--- config.mk ---
export PLATFORM = sky130hd
export DESIGN_NAME = pcpm_loader
export DESIGN_NICKNAME = d
export VERILOG_FILES = /design/src/common/pcpm_pkg.sv /design/src/hw/pcpm_word_mem.sv /design/src/hw/pcpm_field_map.sv /design/src/hw/pcpm_loader.sv
export SDC_FILE = /design/constraint.sdc
export NUM_CORES = 1
export LEC_CHECK = 0
export BUFFER_PORTS_ARGS = -buffer_cell sky130_fd_sc_hd__buf_2
export CAP_MARGIN = 20
export CORE_MARGIN = 3
export CORE_UTILIZATION = 45
export CTS_CLUSTER_DIAMETER = 150
export CTS_CLUSTER_SIZE = 40
export DETAILED_ROUTE_END_ITERATION = 10
export HOLD_SLACK_MARGIN = 0.12
export PLACE_DENSITY_LB_ADDON = 0.1
export SKIP_LAST_GASP = 1
export SLEW_MARGIN = 15
export SYNTH_ARGS = -nofsm -noshare
export SYNTH_HDL_FRONTEND = slang
export SYNTH_HIERARCHICAL = 1
export SYNTH_SLANG_ARGS = --single-unit
export TNS_END_PERCENT = 10
--- constraint.sdc ---
create_clock -name mclk -period 4.31 [get_ports mclk]
set_clock_uncertainty 0.15 [all_clocks]
set_input_delay 0.862 -clock mclk [delete_from_list [all_inputs] [get_ports mclk]]
set_output_delay 0.862 -clock mclk [all_outputs]
set_load 0.02 [all_outputs]
--- src/common/pcpm_pkg.sv ---
// Package for the port configuration preload map.
// Assumes one 50 MHz clock and a 16-bit preload word source.
`default_nettype none
package pcpm_pkg;
  localparam int          NUM_PORTS      = 6;
  localparam int          PM_WORDS       = 2;
  localparam int          NUM_WORDS      = 18;
  localparam int          SLOT_IDX_BASE  = 12;
  localparam logic [7:0]  PM_BASE_ADDR   = 8'h50;
  localparam logic [7:0]  SLOT_BASE_ADDR = 8'h60;
  localparam logic [7:0]  SLOT_STRIDE    = 8'h02;
  localparam int          READ_LATENCY   = 2;

  // Configuration offsets
  localparam logic [11:0] OFS_PM_CAP     = 12'h040;
  localparam logic [11:0] OFS_PM_CTRL    = 12'h044;
  localparam logic [11:0] OFS_PORT_NUM   = 12'h0cc;
  localparam logic [11:0] OFS_SLOT_CLK   = 12'h0d0;
  localparam logic [11:0] OFS_LPC_GROUP  = 12'h144;
  localparam logic [11:0] OFS_VC0_MAP    = 12'h154;

  // Field positions: source bit in the word, destination bit
  localparam int PM_NSR_SRC  = 0;
  localparam int PM_NSR_DST  = 3;
  localparam int PM_AUX_SRC  = 1;
  localparam int PM_AUX_DST  = 22;
  localparam int PM_AUX_W    = 3;
  localparam int PM_D1_SRC   = 4;
  localparam int PM_D1_DST   = 25;
  localparam int PM_D2_SRC   = 5;
  localparam int PM_D2_DST   = 26;
  localparam int PM_WAKE_SRC = 6;
  localparam int PM_WAKE_DST = 28;
  localparam int PM_WAKE_W   = 2;
  localparam int PM_DATA_SRC = 8;
  localparam int PM_DATA_DST = 24;
  localparam int PM_DATA_W   = 8;
  localparam int SL_CLK_SRC  = 1;
  localparam int SL_CLK_DST  = 28;
  localparam int SL_DSI_SRC  = 2;
  localparam int SL_DSI_DST  = 21;
  localparam int SL_LPC_SRC  = 3;
  localparam int SL_LPC_DST  = 4;
  localparam int SL_PNUM_SRC = 4;
  localparam int SL_PNUM_DST = 24;
  localparam int SL_PNUM_W   = 3;
  localparam int SL_TC_SRC   = 9;
  localparam int SL_TC_DST   = 1;
  localparam int SL_TC_W     = 7;

  // Values kept when a word is absent
  localparam logic [15:0] PM_WORD0_RESET = 16'h0000;
  localparam logic [15:0] PM_WORD1_RESET = 16'h0000;
  localparam logic [15:0] SLOT_WORD_RESET = 16'h0000;

  typedef enum logic [1:0] {
    PCPM_IDLE = 2'b00,
    PCPM_LOAD = 2'b01,
    PCPM_DONE = 2'b10
  } pcpm_state_t;
endpackage
`default_nettype wire

--- src/hw/pcpm_word_mem.sv ---
// Small word store for the loaded preload words.
// Assumes one clock; read data is registered, contents have no reset.
`default_nettype none
module pcpm_word_mem #(
  parameter int WIDTH = 16,
  parameter int DEPTH = 18
) (
  // Clock
  input  wire logic                     mclk,
  // Write side
  input  wire logic                     wrEn,
  input  wire logic [$clog2(DEPTH)-1:0] wrAddr,
  input  wire logic [WIDTH-1:0]         wrData,
  // Read sides
  input  wire logic [$clog2(DEPTH)-1:0] rdAddrA,
  input  wire logic [$clog2(DEPTH)-1:0] rdAddrB,
  output logic      [WIDTH-1:0]         rdDataA,
  output logic      [WIDTH-1:0]         rdDataB
);
  if (WIDTH < 1 || DEPTH < 2) begin : g_chk
    $error("pcpm_word_mem: bad WIDTH or DEPTH");
  end

  logic [WIDTH-1:0] mem [DEPTH];

  // Unwritten words read unknown; the caller masks them
  always_ff @(posedge mclk) begin
    if (wrEn) begin
      mem[wrAddr] <= wrData;
    end
    rdDataA <= mem[rdAddrA];
    rdDataB <= mem[rdAddrB];
  end
endmodule
`default_nettype wire

--- src/hw/pcpm_field_map.sv ---
// Maps preload words onto configuration register images.
// Pure combinational; the caller registers the result.
`default_nettype none
module pcpm_field_map (
  // Request
  input  wire logic [11:0] offset,
  // Words: power word 0, and power word 1 or slot word
  input  wire logic [15:0] word0,
  input  wire logic [15:0] wordB,
  // Result
  output logic      [31:0] value,
  output logic             hit
);
  always_comb begin
    value = 32'h0000_0000;
    hit   = 1'b1;
    if (offset == pcpm_pkg::OFS_PM_CAP) begin
      value[pcpm_pkg::PM_AUX_DST +: pcpm_pkg::PM_AUX_W] =
        word0[pcpm_pkg::PM_AUX_SRC +: pcpm_pkg::PM_AUX_W];
      value[pcpm_pkg::PM_D1_DST] = word0[pcpm_pkg::PM_D1_SRC];
      value[pcpm_pkg::PM_D2_DST] = word0[pcpm_pkg::PM_D2_SRC];
      value[pcpm_pkg::PM_WAKE_DST +: pcpm_pkg::PM_WAKE_W] =
        word0[pcpm_pkg::PM_WAKE_SRC +: pcpm_pkg::PM_WAKE_W];
      value[pcpm_pkg::SL_DSI_DST] = wordB[pcpm_pkg::SL_DSI_SRC];
    end else if (offset == pcpm_pkg::OFS_PM_CTRL) begin
      value[pcpm_pkg::PM_NSR_DST] = word0[pcpm_pkg::PM_NSR_SRC];
      value[pcpm_pkg::PM_DATA_DST +: pcpm_pkg::PM_DATA_W] =
        wordB[pcpm_pkg::PM_DATA_SRC +: pcpm_pkg::PM_DATA_W];
    end else if (offset == pcpm_pkg::OFS_SLOT_CLK) begin
      value[pcpm_pkg::SL_CLK_DST] = wordB[pcpm_pkg::SL_CLK_SRC];
    end else if (offset == pcpm_pkg::OFS_LPC_GROUP) begin
      value[pcpm_pkg::SL_LPC_DST] = wordB[pcpm_pkg::SL_LPC_SRC];
    end else if (offset == pcpm_pkg::OFS_PORT_NUM) begin
      value[pcpm_pkg::SL_PNUM_DST +: pcpm_pkg::SL_PNUM_W] =
        wordB[pcpm_pkg::SL_PNUM_SRC +: pcpm_pkg::SL_PNUM_W];
    end else if (offset == pcpm_pkg::OFS_VC0_MAP) begin
      value[pcpm_pkg::SL_TC_DST +: pcpm_pkg::SL_TC_W] =
        wordB[pcpm_pkg::SL_TC_SRC +: pcpm_pkg::SL_TC_W];
    end else begin
      hit = 1'b0;
    end
  end
endmodule
`default_nettype wire

--- src/hw/pcpm_loader.sv ---
// Preload loader and configuration read port for six switch ports.
// Assumes a same-clock preload source that acks each word request.
`default_nettype none
module pcpm_loader (
  // Clock and reset
  input  wire logic        mclk,
  input  wire logic        rstn,
  // Preload source
  output logic             pldReq,
  output logic [7:0]       pldAddr,
  input  wire logic        pldAck,
  input  wire logic [15:0] pldData,
  input  wire logic        pldPresent,
  // Configuration reads
  input  wire logic        cfgRdEn,
  input  wire logic [2:0]  cfgPort,
  input  wire logic [11:0] cfgOffset,
  output logic             cfgRdValid,
  output logic [31:0]      cfgRdData,
  output logic             cfgRdHit,
  // Status
  output logic             loadDone
);
  localparam int          IW       = $clog2(pcpm_pkg::NUM_WORDS);
  localparam logic [IW-1:0] LAST_IDX =
    IW'(pcpm_pkg::NUM_WORDS - 1);
  localparam logic [IW-1:0] SLOT_IDX = IW'(pcpm_pkg::SLOT_IDX_BASE);

  // Preload address of a storage index
  function automatic logic [7:0] wordAddr(input logic [IW-1:0] idx);
    logic [7:0] slotOfs;
    slotOfs = 8'(idx - SLOT_IDX) * pcpm_pkg::SLOT_STRIDE;
    if (idx < SLOT_IDX) begin
      wordAddr = pcpm_pkg::PM_BASE_ADDR + 8'(idx);
    end else begin
      wordAddr = pcpm_pkg::SLOT_BASE_ADDR + slotOfs;
    end
  endfunction

  pcpm_pkg::pcpm_state_t state_reg;
  pcpm_pkg::pcpm_state_t state_next;
  logic [IW-1:0]  ldIdx_reg;
  logic [IW-1:0]  ldIdx_next;
  logic [pcpm_pkg::NUM_WORDS-1:0] loaded_reg;
  logic           pldReq_reg;
  logic [7:0]     pldAddr_reg;
  logic           loadDone_reg;

  // Stage 1 of a read
  logic           s1Valid_reg;
  logic [11:0]    s1Offset_reg;
  logic [2:0]     s1Port_reg;
  logic           s1Ld0_reg;
  logic           s1LdB_reg;
  logic           s1Okay_reg;
  logic           s1IsCtrl_reg;

  // Stage 2 (outputs)
  logic           cfgRdValid_reg;
  logic [31:0]    cfgRdData_reg;
  logic           cfgRdHit_reg;

  wire            wordTaken = pldReq_reg && pldAck;
  wire            lastWord  = ldIdx_reg == LAST_IDX;
  wire            portOkay  = cfgPort < 3'(pcpm_pkg::NUM_PORTS);
  wire            isCtrl    = cfgOffset == pcpm_pkg::OFS_PM_CTRL;
  wire            rdTaken   = cfgRdEn && loadDone_reg;
  wire [IW-1:0]   idx0      = IW'({cfgPort, 1'b0});
  wire [IW-1:0]   idxB      = isCtrl ? IW'({cfgPort, 1'b1})
                                     : SLOT_IDX + IW'(cfgPort);
  wire [15:0]     memA;
  wire [15:0]     memB;
  wire [15:0]     effW0;
  wire [15:0]     effWB;
  wire [15:0]     defB;
  wire [31:0]     mapValue;
  wire            mapHit;

  // Load walk: power pairs first, then one slot word per port
  always_comb begin
    state_next = state_reg;
    ldIdx_next = ldIdx_reg;
    case (state_reg)
      pcpm_pkg::PCPM_IDLE: begin
        state_next = pcpm_pkg::PCPM_LOAD;
        ldIdx_next = '0;
      end
      pcpm_pkg::PCPM_LOAD: begin
        if (wordTaken && lastWord) begin
          state_next = pcpm_pkg::PCPM_DONE;
        end else if (wordTaken) begin
          ldIdx_next = ldIdx_reg + IW'(1);
        end
      end
      pcpm_pkg::PCPM_DONE: begin
        state_next = pcpm_pkg::PCPM_DONE;
      end
      default: begin
        state_next = pcpm_pkg::PCPM_IDLE;
      end
    endcase
  end

  always_ff @(posedge mclk or negedge rstn) begin
    if (!rstn) begin
      state_reg    <= pcpm_pkg::PCPM_IDLE;
      ldIdx_reg    <= '0;
      loaded_reg   <= '0;
      pldReq_reg   <= 1'b0;
      pldAddr_reg  <= 8'h00;
      loadDone_reg <= 1'b0;
    end else begin
      state_reg    <= state_next;
      ldIdx_reg    <= ldIdx_next;
      pldReq_reg   <= state_next == pcpm_pkg::PCPM_LOAD;
      pldAddr_reg  <= wordAddr(ldIdx_next);
      loadDone_reg <= state_next == pcpm_pkg::PCPM_DONE;
      if (wordTaken && pldPresent) begin
        loaded_reg[ldIdx_reg] <= 1'b1;
      end
    end
  end

  pcpm_word_mem #(
    .WIDTH (16),
    .DEPTH (pcpm_pkg::NUM_WORDS)
  ) u_mem (
    .mclk    (mclk),
    .wrEn    (wordTaken && pldPresent),
    .wrAddr  (ldIdx_reg),
    .wrData  (pldData),
    .rdAddrA (idx0),
    .rdAddrB (idxB),
    .rdDataA (memA),
    .rdDataB (memB)
  );

  // Stage 1 captures which words really were loaded
  always_ff @(posedge mclk or negedge rstn) begin
    if (!rstn) begin
      s1Valid_reg  <= 1'b0;
      s1Offset_reg <= 12'h000;
      s1Port_reg   <= 3'h0;
      s1Ld0_reg    <= 1'b0;
      s1LdB_reg    <= 1'b0;
      s1Okay_reg   <= 1'b0;
      s1IsCtrl_reg <= 1'b0;
    end else begin
      s1Valid_reg  <= rdTaken;
      s1Offset_reg <= cfgOffset;
      s1Port_reg   <= cfgPort;
      s1Okay_reg   <= portOkay;
      s1IsCtrl_reg <= isCtrl;
      s1Ld0_reg    <= portOkay && loaded_reg[idx0];
      s1LdB_reg    <= portOkay && loaded_reg[idxB];
    end
  end

  // Unloaded words fall back so stale memory never shows
  assign defB  = s1IsCtrl_reg ? pcpm_pkg::PM_WORD1_RESET
                              : pcpm_pkg::SLOT_WORD_RESET;
  assign effW0 = s1Ld0_reg ? memA : pcpm_pkg::PM_WORD0_RESET;
  assign effWB = s1LdB_reg ? memB : defB;

  pcpm_field_map u_map (
    .offset (s1Offset_reg),
    .word0  (effW0),
    .wordB  (effWB),
    .value  (mapValue),
    .hit    (mapHit)
  );

  always_ff @(posedge mclk or negedge rstn) begin
    if (!rstn) begin
      cfgRdValid_reg <= 1'b0;
      cfgRdData_reg  <= 32'h0000_0000;
      cfgRdHit_reg   <= 1'b0;
    end else begin
      cfgRdValid_reg <= s1Valid_reg;
      cfgRdHit_reg   <= s1Valid_reg && mapHit && s1Okay_reg;
      if (s1Valid_reg) begin
        cfgRdData_reg <= (mapHit && s1Okay_reg) ? mapValue : 32'h0000_0000;
      end
    end
  end

  assign pldReq     = pldReq_reg;
  assign pldAddr    = pldAddr_reg;
  assign loadDone   = loadDone_reg;
  assign cfgRdValid = cfgRdValid_reg;
  assign cfgRdData  = cfgRdData_reg;
  assign cfgRdHit   = cfgRdHit_reg;

  // Offset of the answer now on the outputs
  logic [11:0] s2Offset_reg;
  always_ff @(posedge mclk or negedge rstn) begin
    if (!rstn) begin
      s2Offset_reg <= 12'h000;
    end else begin
      s2Offset_reg <= s1Offset_reg;
    end
  end

  wire rdHit  = cfgRdValid && cfgRdHit;
  wire wasCap = s2Offset_reg == pcpm_pkg::OFS_PM_CAP;
  wire wasCtl = s2Offset_reg == pcpm_pkg::OFS_PM_CTRL;
endmodule
`default_nettype wire

Yosys cells after proc, flatten, opt, wreduce, memory -nomap -nowiden. Memory sizes are Yosys's and may differ from the RTL's. A register that Yosys moved wholly into a read port is not among the register bits. Index checks and enable logic that the tools add are counted.

Equal/unequal tests: 12. Reductions and logical operators: 11. Bitwise gates (word level): 1. Magnitude comparators: 6. Add/sub/neg operators: 5. Muxes and demuxes: 47.

Operators by type and width (count): 12-bit by 7-bit == test with 1-bit output, second input constant (3); 32-bit 2-to-1 mux (1); 7-bit 2-to-1 mux (4); 3-bit 2-to-1 mux (9); 12-bit by 8-bit == test with 1-bit output, second input constant (2); 12-bit by 9-bit == test with 1-bit output, second input constant (2); 18-bit OR (1); 1-bit 2-to-1 mux (17); 16-bit 2-to-1 mux (1); 8-bit 2-to-1 mux (2); 5-bit 2-to-1 mux (3); 5-bit by 6-bit less-than comparator with 1-bit output, second input constant (2); 1-bit logical AND (10); 5-bit case mux with 2 select lines (1); 7-bit by 5-bit adder with 8-bit output, first input constant (1); 7-bit by 8-bit adder with 8-bit output, first input constant (1); 2-bit 2-to-1 mux (4); 4-bit by 6-bit less-than comparator with 1-bit output, second input constant (1); 2-bit case mux with 3 select lines (1); 5-bit by 4-bit subtractor with 6-bit output, second input constant (1); 4-bit by 3-bit adder with 5-bit output, first input constant (1); 5-bit by 1-bit adder with 5-bit output, second input constant (1); 1-bit binary-select mux with 5-bit select (1); 1-bit demux with 5-bit select (1); other kinds (9) (11).

Input bits: 36. Output and inout port bits: 44. Register bits after elaboration: 85. Memories: 1. RAM bits: 288.

Memory list: u_mem.mem (words 18, bits a word 16, rd ports 2, clocked after memory_dff 2, wr ports 1, RTL line pcpm_word_mem.sv:24) `logic [WIDTH-1:0] mem [DEPTH];`.

Logic depth before layout (Yosys ltp).
Depth after elaboration: 9. Mapped depth: 11.

Cells and area by module. Netlist, hierarchy kept.

Modules (own cells, without submodules): pcpm_word_mem (seq. area each 9288.9 µm², cells each 921, area an instance 14198.6 µm², instances 1); pcpm_loader (seq. area each 2127.0 µm², cells each 358, area an instance 3761.1 µm², instances 1); pcpm_field_map (seq. area each 0.0 µm², cells each 71, area an instance 479.2 µm², instances 1).

Worst setup path before layout. OpenSTA, ideal clock, no wires.

Kind: input to register. From: input port pldPresent. To: memory u_mem.mem[0][0] (enable). Stages on the path: 4. Buffers on the path: 0. Library setup time: 0.430 ns. Data arrival time: 3.219 ns. Slack: 0.511 ns. Cell sequence: nand3_1 inv_1 or3b_2 nor4_1.

Longest elaborated chain between the ends: 3.

RTL lines: start: declaration (RTL line pcpm_loader.sv:13) `input wire logic pldPresent,`; 1-bit logical AND (RTL line pcpm_loader.sv:129) `.wrEn (wordTaken && pldPresent),`; 1-bit 2-to-1 mux (RTL line pcpm_word_mem.sv:28) `if (wrEn) begin`; 1-bit 2-to-1 mux (implied by the code) (RTL line pcpm_word_mem.sv:29) `mem[wrAddr] <= wrData;`; end: declaration (RTL line pcpm_word_mem.sv:24).

No other way between the ends.

Worst setup path in the final report.
From: input port cfgOffset[5]. To: register u_mem.rdDataB[14] (read register of u_mem.mem).

Longest elaborated chain between the ends: 2.

RTL lines: start: declaration (RTL line pcpm_loader.sv:17) `input wire logic [11:0] cfgOffset,`; 12-bit by 7-bit == test with 1-bit output (RTL line pcpm_loader.sv:66) `wire isCtrl = cfgOffset == pcpm_pkg::OFS_PM_CTRL;`; 5-bit 2-to-1 mux (RTL line pcpm_loader.sv:69) `wire [IW-1:0] idxB = isCtrl ? IW'({cfgPort, 1'b1})`; named net idxB[2] (RTL line pcpm_loader.sv:69); end: declaration (RTL line pcpm_word_mem.sv:18) `output logic [WIDTH-1:0] rdDataB`.

The timed path passes the listed nets, and every way through them passes these cells. A chain may end at the register's enable or synchronous reset.

==> reports/metrics.yaml <==
run_status:
  status: "finished, final reports clean"
clocking:
  cts_tree: "yes"
  max-clock-path-buffers: 3
  htreeDepth: 1
  post_cts_buffers: 0
  clk_latency_ns: 0.53
  cts_buffers: 13
  cts.sinks: 395
  cts-root-buf: "clkbuf_16"
  post_cts_resized: 0
  clk_transition_reported_paths_ns: 0.14
  hold_buffers: 0
global_routing:
  grt_pass1_wl_um: 60000
  grt.total_usage: 0.201
  grt_overflow_total: 0
  grt_max_degree: 73
  grt_pass1_vias: 9548
  grt_antenna_before_repair: 0
sta:
  fmax_mhz: 319
  worst_pin_slew_ns: 0.903
  min_period_ns: 3.13
  max_slew_margin: 0.397
  finalCritPeriodShare: 0.727
  fin_setup_tns_ns: 0
  drv_slew: 0
  holdWs_ns: 0.261
  rsz0062_at_grt: "false"
  hold_violations: 0
  fin_ws_ns: 1.18
  setup_viol: 0
worst_setup_path:
  end_kind: "register"
  path_class: "in2reg"
  worstPathMaxFanout: 16
  crit_chain: "buf_2 > nor4_4 > nand3_2 > mux2i_4 > buf_4 > mux4_2 > mux2i_1 > o311ai_0"
  cp_slowest_cell: "mux2i_4"
  critPathLaunchType: "input port"
  crit_path_max_incr_delay_ns: 0.62
  cp.required_ns: 4.56
  worstPathArrival_ns: 3.39
pwr:
  p_per_area_nw_per_um2: 421
  p_leak_uw: 0.00680
  worst_ir_drop_vdd_uv: 347
cells_and_area:
  nets: 1282
  layout_common_cells: "288 x edfxtp_1, 132 x mux2i_1, 109 x nand2_1"
  fillers: 3147
  final_core_util: 0.494
  largest_reg_flops: 288
  area_growth_syn_to_layout_pct: 7.62
  drive_above_1_share: 0.172
  n_antenna_cell: 0
  layout_commonest_cell: "edfxtp_1"
floorplanning:
  start_util: 0.459
  die_area_sq_um: 39800
  core_area_sq_um: 36700
  num_rows: 70
  ios: 80
  dieHeight_um: 199
  die_x_um: 199
drt:
  via_per_inst: 5.66
  vias: 9697
  drc: 0
  dr.pass1.iters: 5
  ant_nets: 0
  finalWirelength_um: 40300
  wl_per_cell_um: 23.5
  drt_iter0_drc: 761
placed_design:
  dpl_worst_slack_ns: 0.601
  dp_hpwl_um: 25900
  portBuffers: 79
  gp_congestion: 0.851
synthesis:
  yosysWarnings: 6
  avgSynthCellArea_sq_um: 14.3
  syn_area_sq_um: 16800
  syn_inst: 1181
run:
  cap_violations: 0
hold_path:
  hold_class: "in2async"
==> power breakdown <==
part	total (uW)	switching [uW]	internal, uW
registers	4670	251	4420
logic	1290	794	498
clock network	1660	1080	581
total	7620	2120	5500
==> layout make-up <==
cell class | count | area, sq um | share of cell area
Clock buffer | 20 | 352 | 0.0194
Clock inverter | 1 | 7.51 | 0.000414
Inverter | 41 | 154 | 0.00850
Multi-Input combinational cell | 670 | 5070 | 0.280
Sequential cell | 395 | 11200 | 0.619
Tap cell | 468 | 586 | 0.0323
Timing Repair Buffer | 118 | 726 | 0.0401
==> critical path, delay by kind of cell <==
family,cells,cell delay [ns]
multiplexers,3,0.95
AND/OR/NAND/NOR,2,0.67
buffers and inverters,2,0.51
AO/OA/AOI/OAI,1,0.39
==> worst paths after layout <==
| path | start | to | slack [ns] | cells past startpoint |
|---|---|---|---|---|
| max in group asynchronous | rstn | loaded_reg[6]$_DFFE_PN0P_ | 2.93 | 2 |
| min in group mclk | cfgOffset[11] | s1Offset_reg[11]$_DFF_PN0_ | 0.29 | 1 |
| worst max-delay path | cfgOffset[5] | u_mem/rdDataB[14]$_DFF_P_ | 1.18 | 8 |
| worst max register to register | ldIdx_reg[1]$_DFF_PN0_ | pldAddr[1]$_DFF_PN0_ | 1.67 | 8 |
| worst min-delay path | rstn | cfgRdData[16]$_DFFE_PN0P_ | 0.26 | 1 |
| worst min register to register | loaded_reg[14]$_DFFE_PN0P_ | loaded_reg[14]$_DFFE_PN0P_ | 0.34 | 1 |
==> metal layers <==
layer,part of all wire,vias up,global-route usage
li1,-,4455,-
met2,0.47,235,0.324
met5,0,-,0
met4,0.024,0,0.0514
met3,0.047,47,0.0211
met1,0.46,4960,0.298
==> metrics by stage <==
step | power [uW] | cells | area [sq um]
2_1_floorplan | 5560 | 1200 | 16900
3_3_place_gp | 6040 | 1691 | 17700
3_5_place_dp | 6060 | 1691 | 17700
4_1_cts | 7700 | 1712 | 18100
5_1_grt | 7980 | 1713 | 18100
6_report | 7620 | 1713 | 18100
Power figures use the tool's default switching activity.
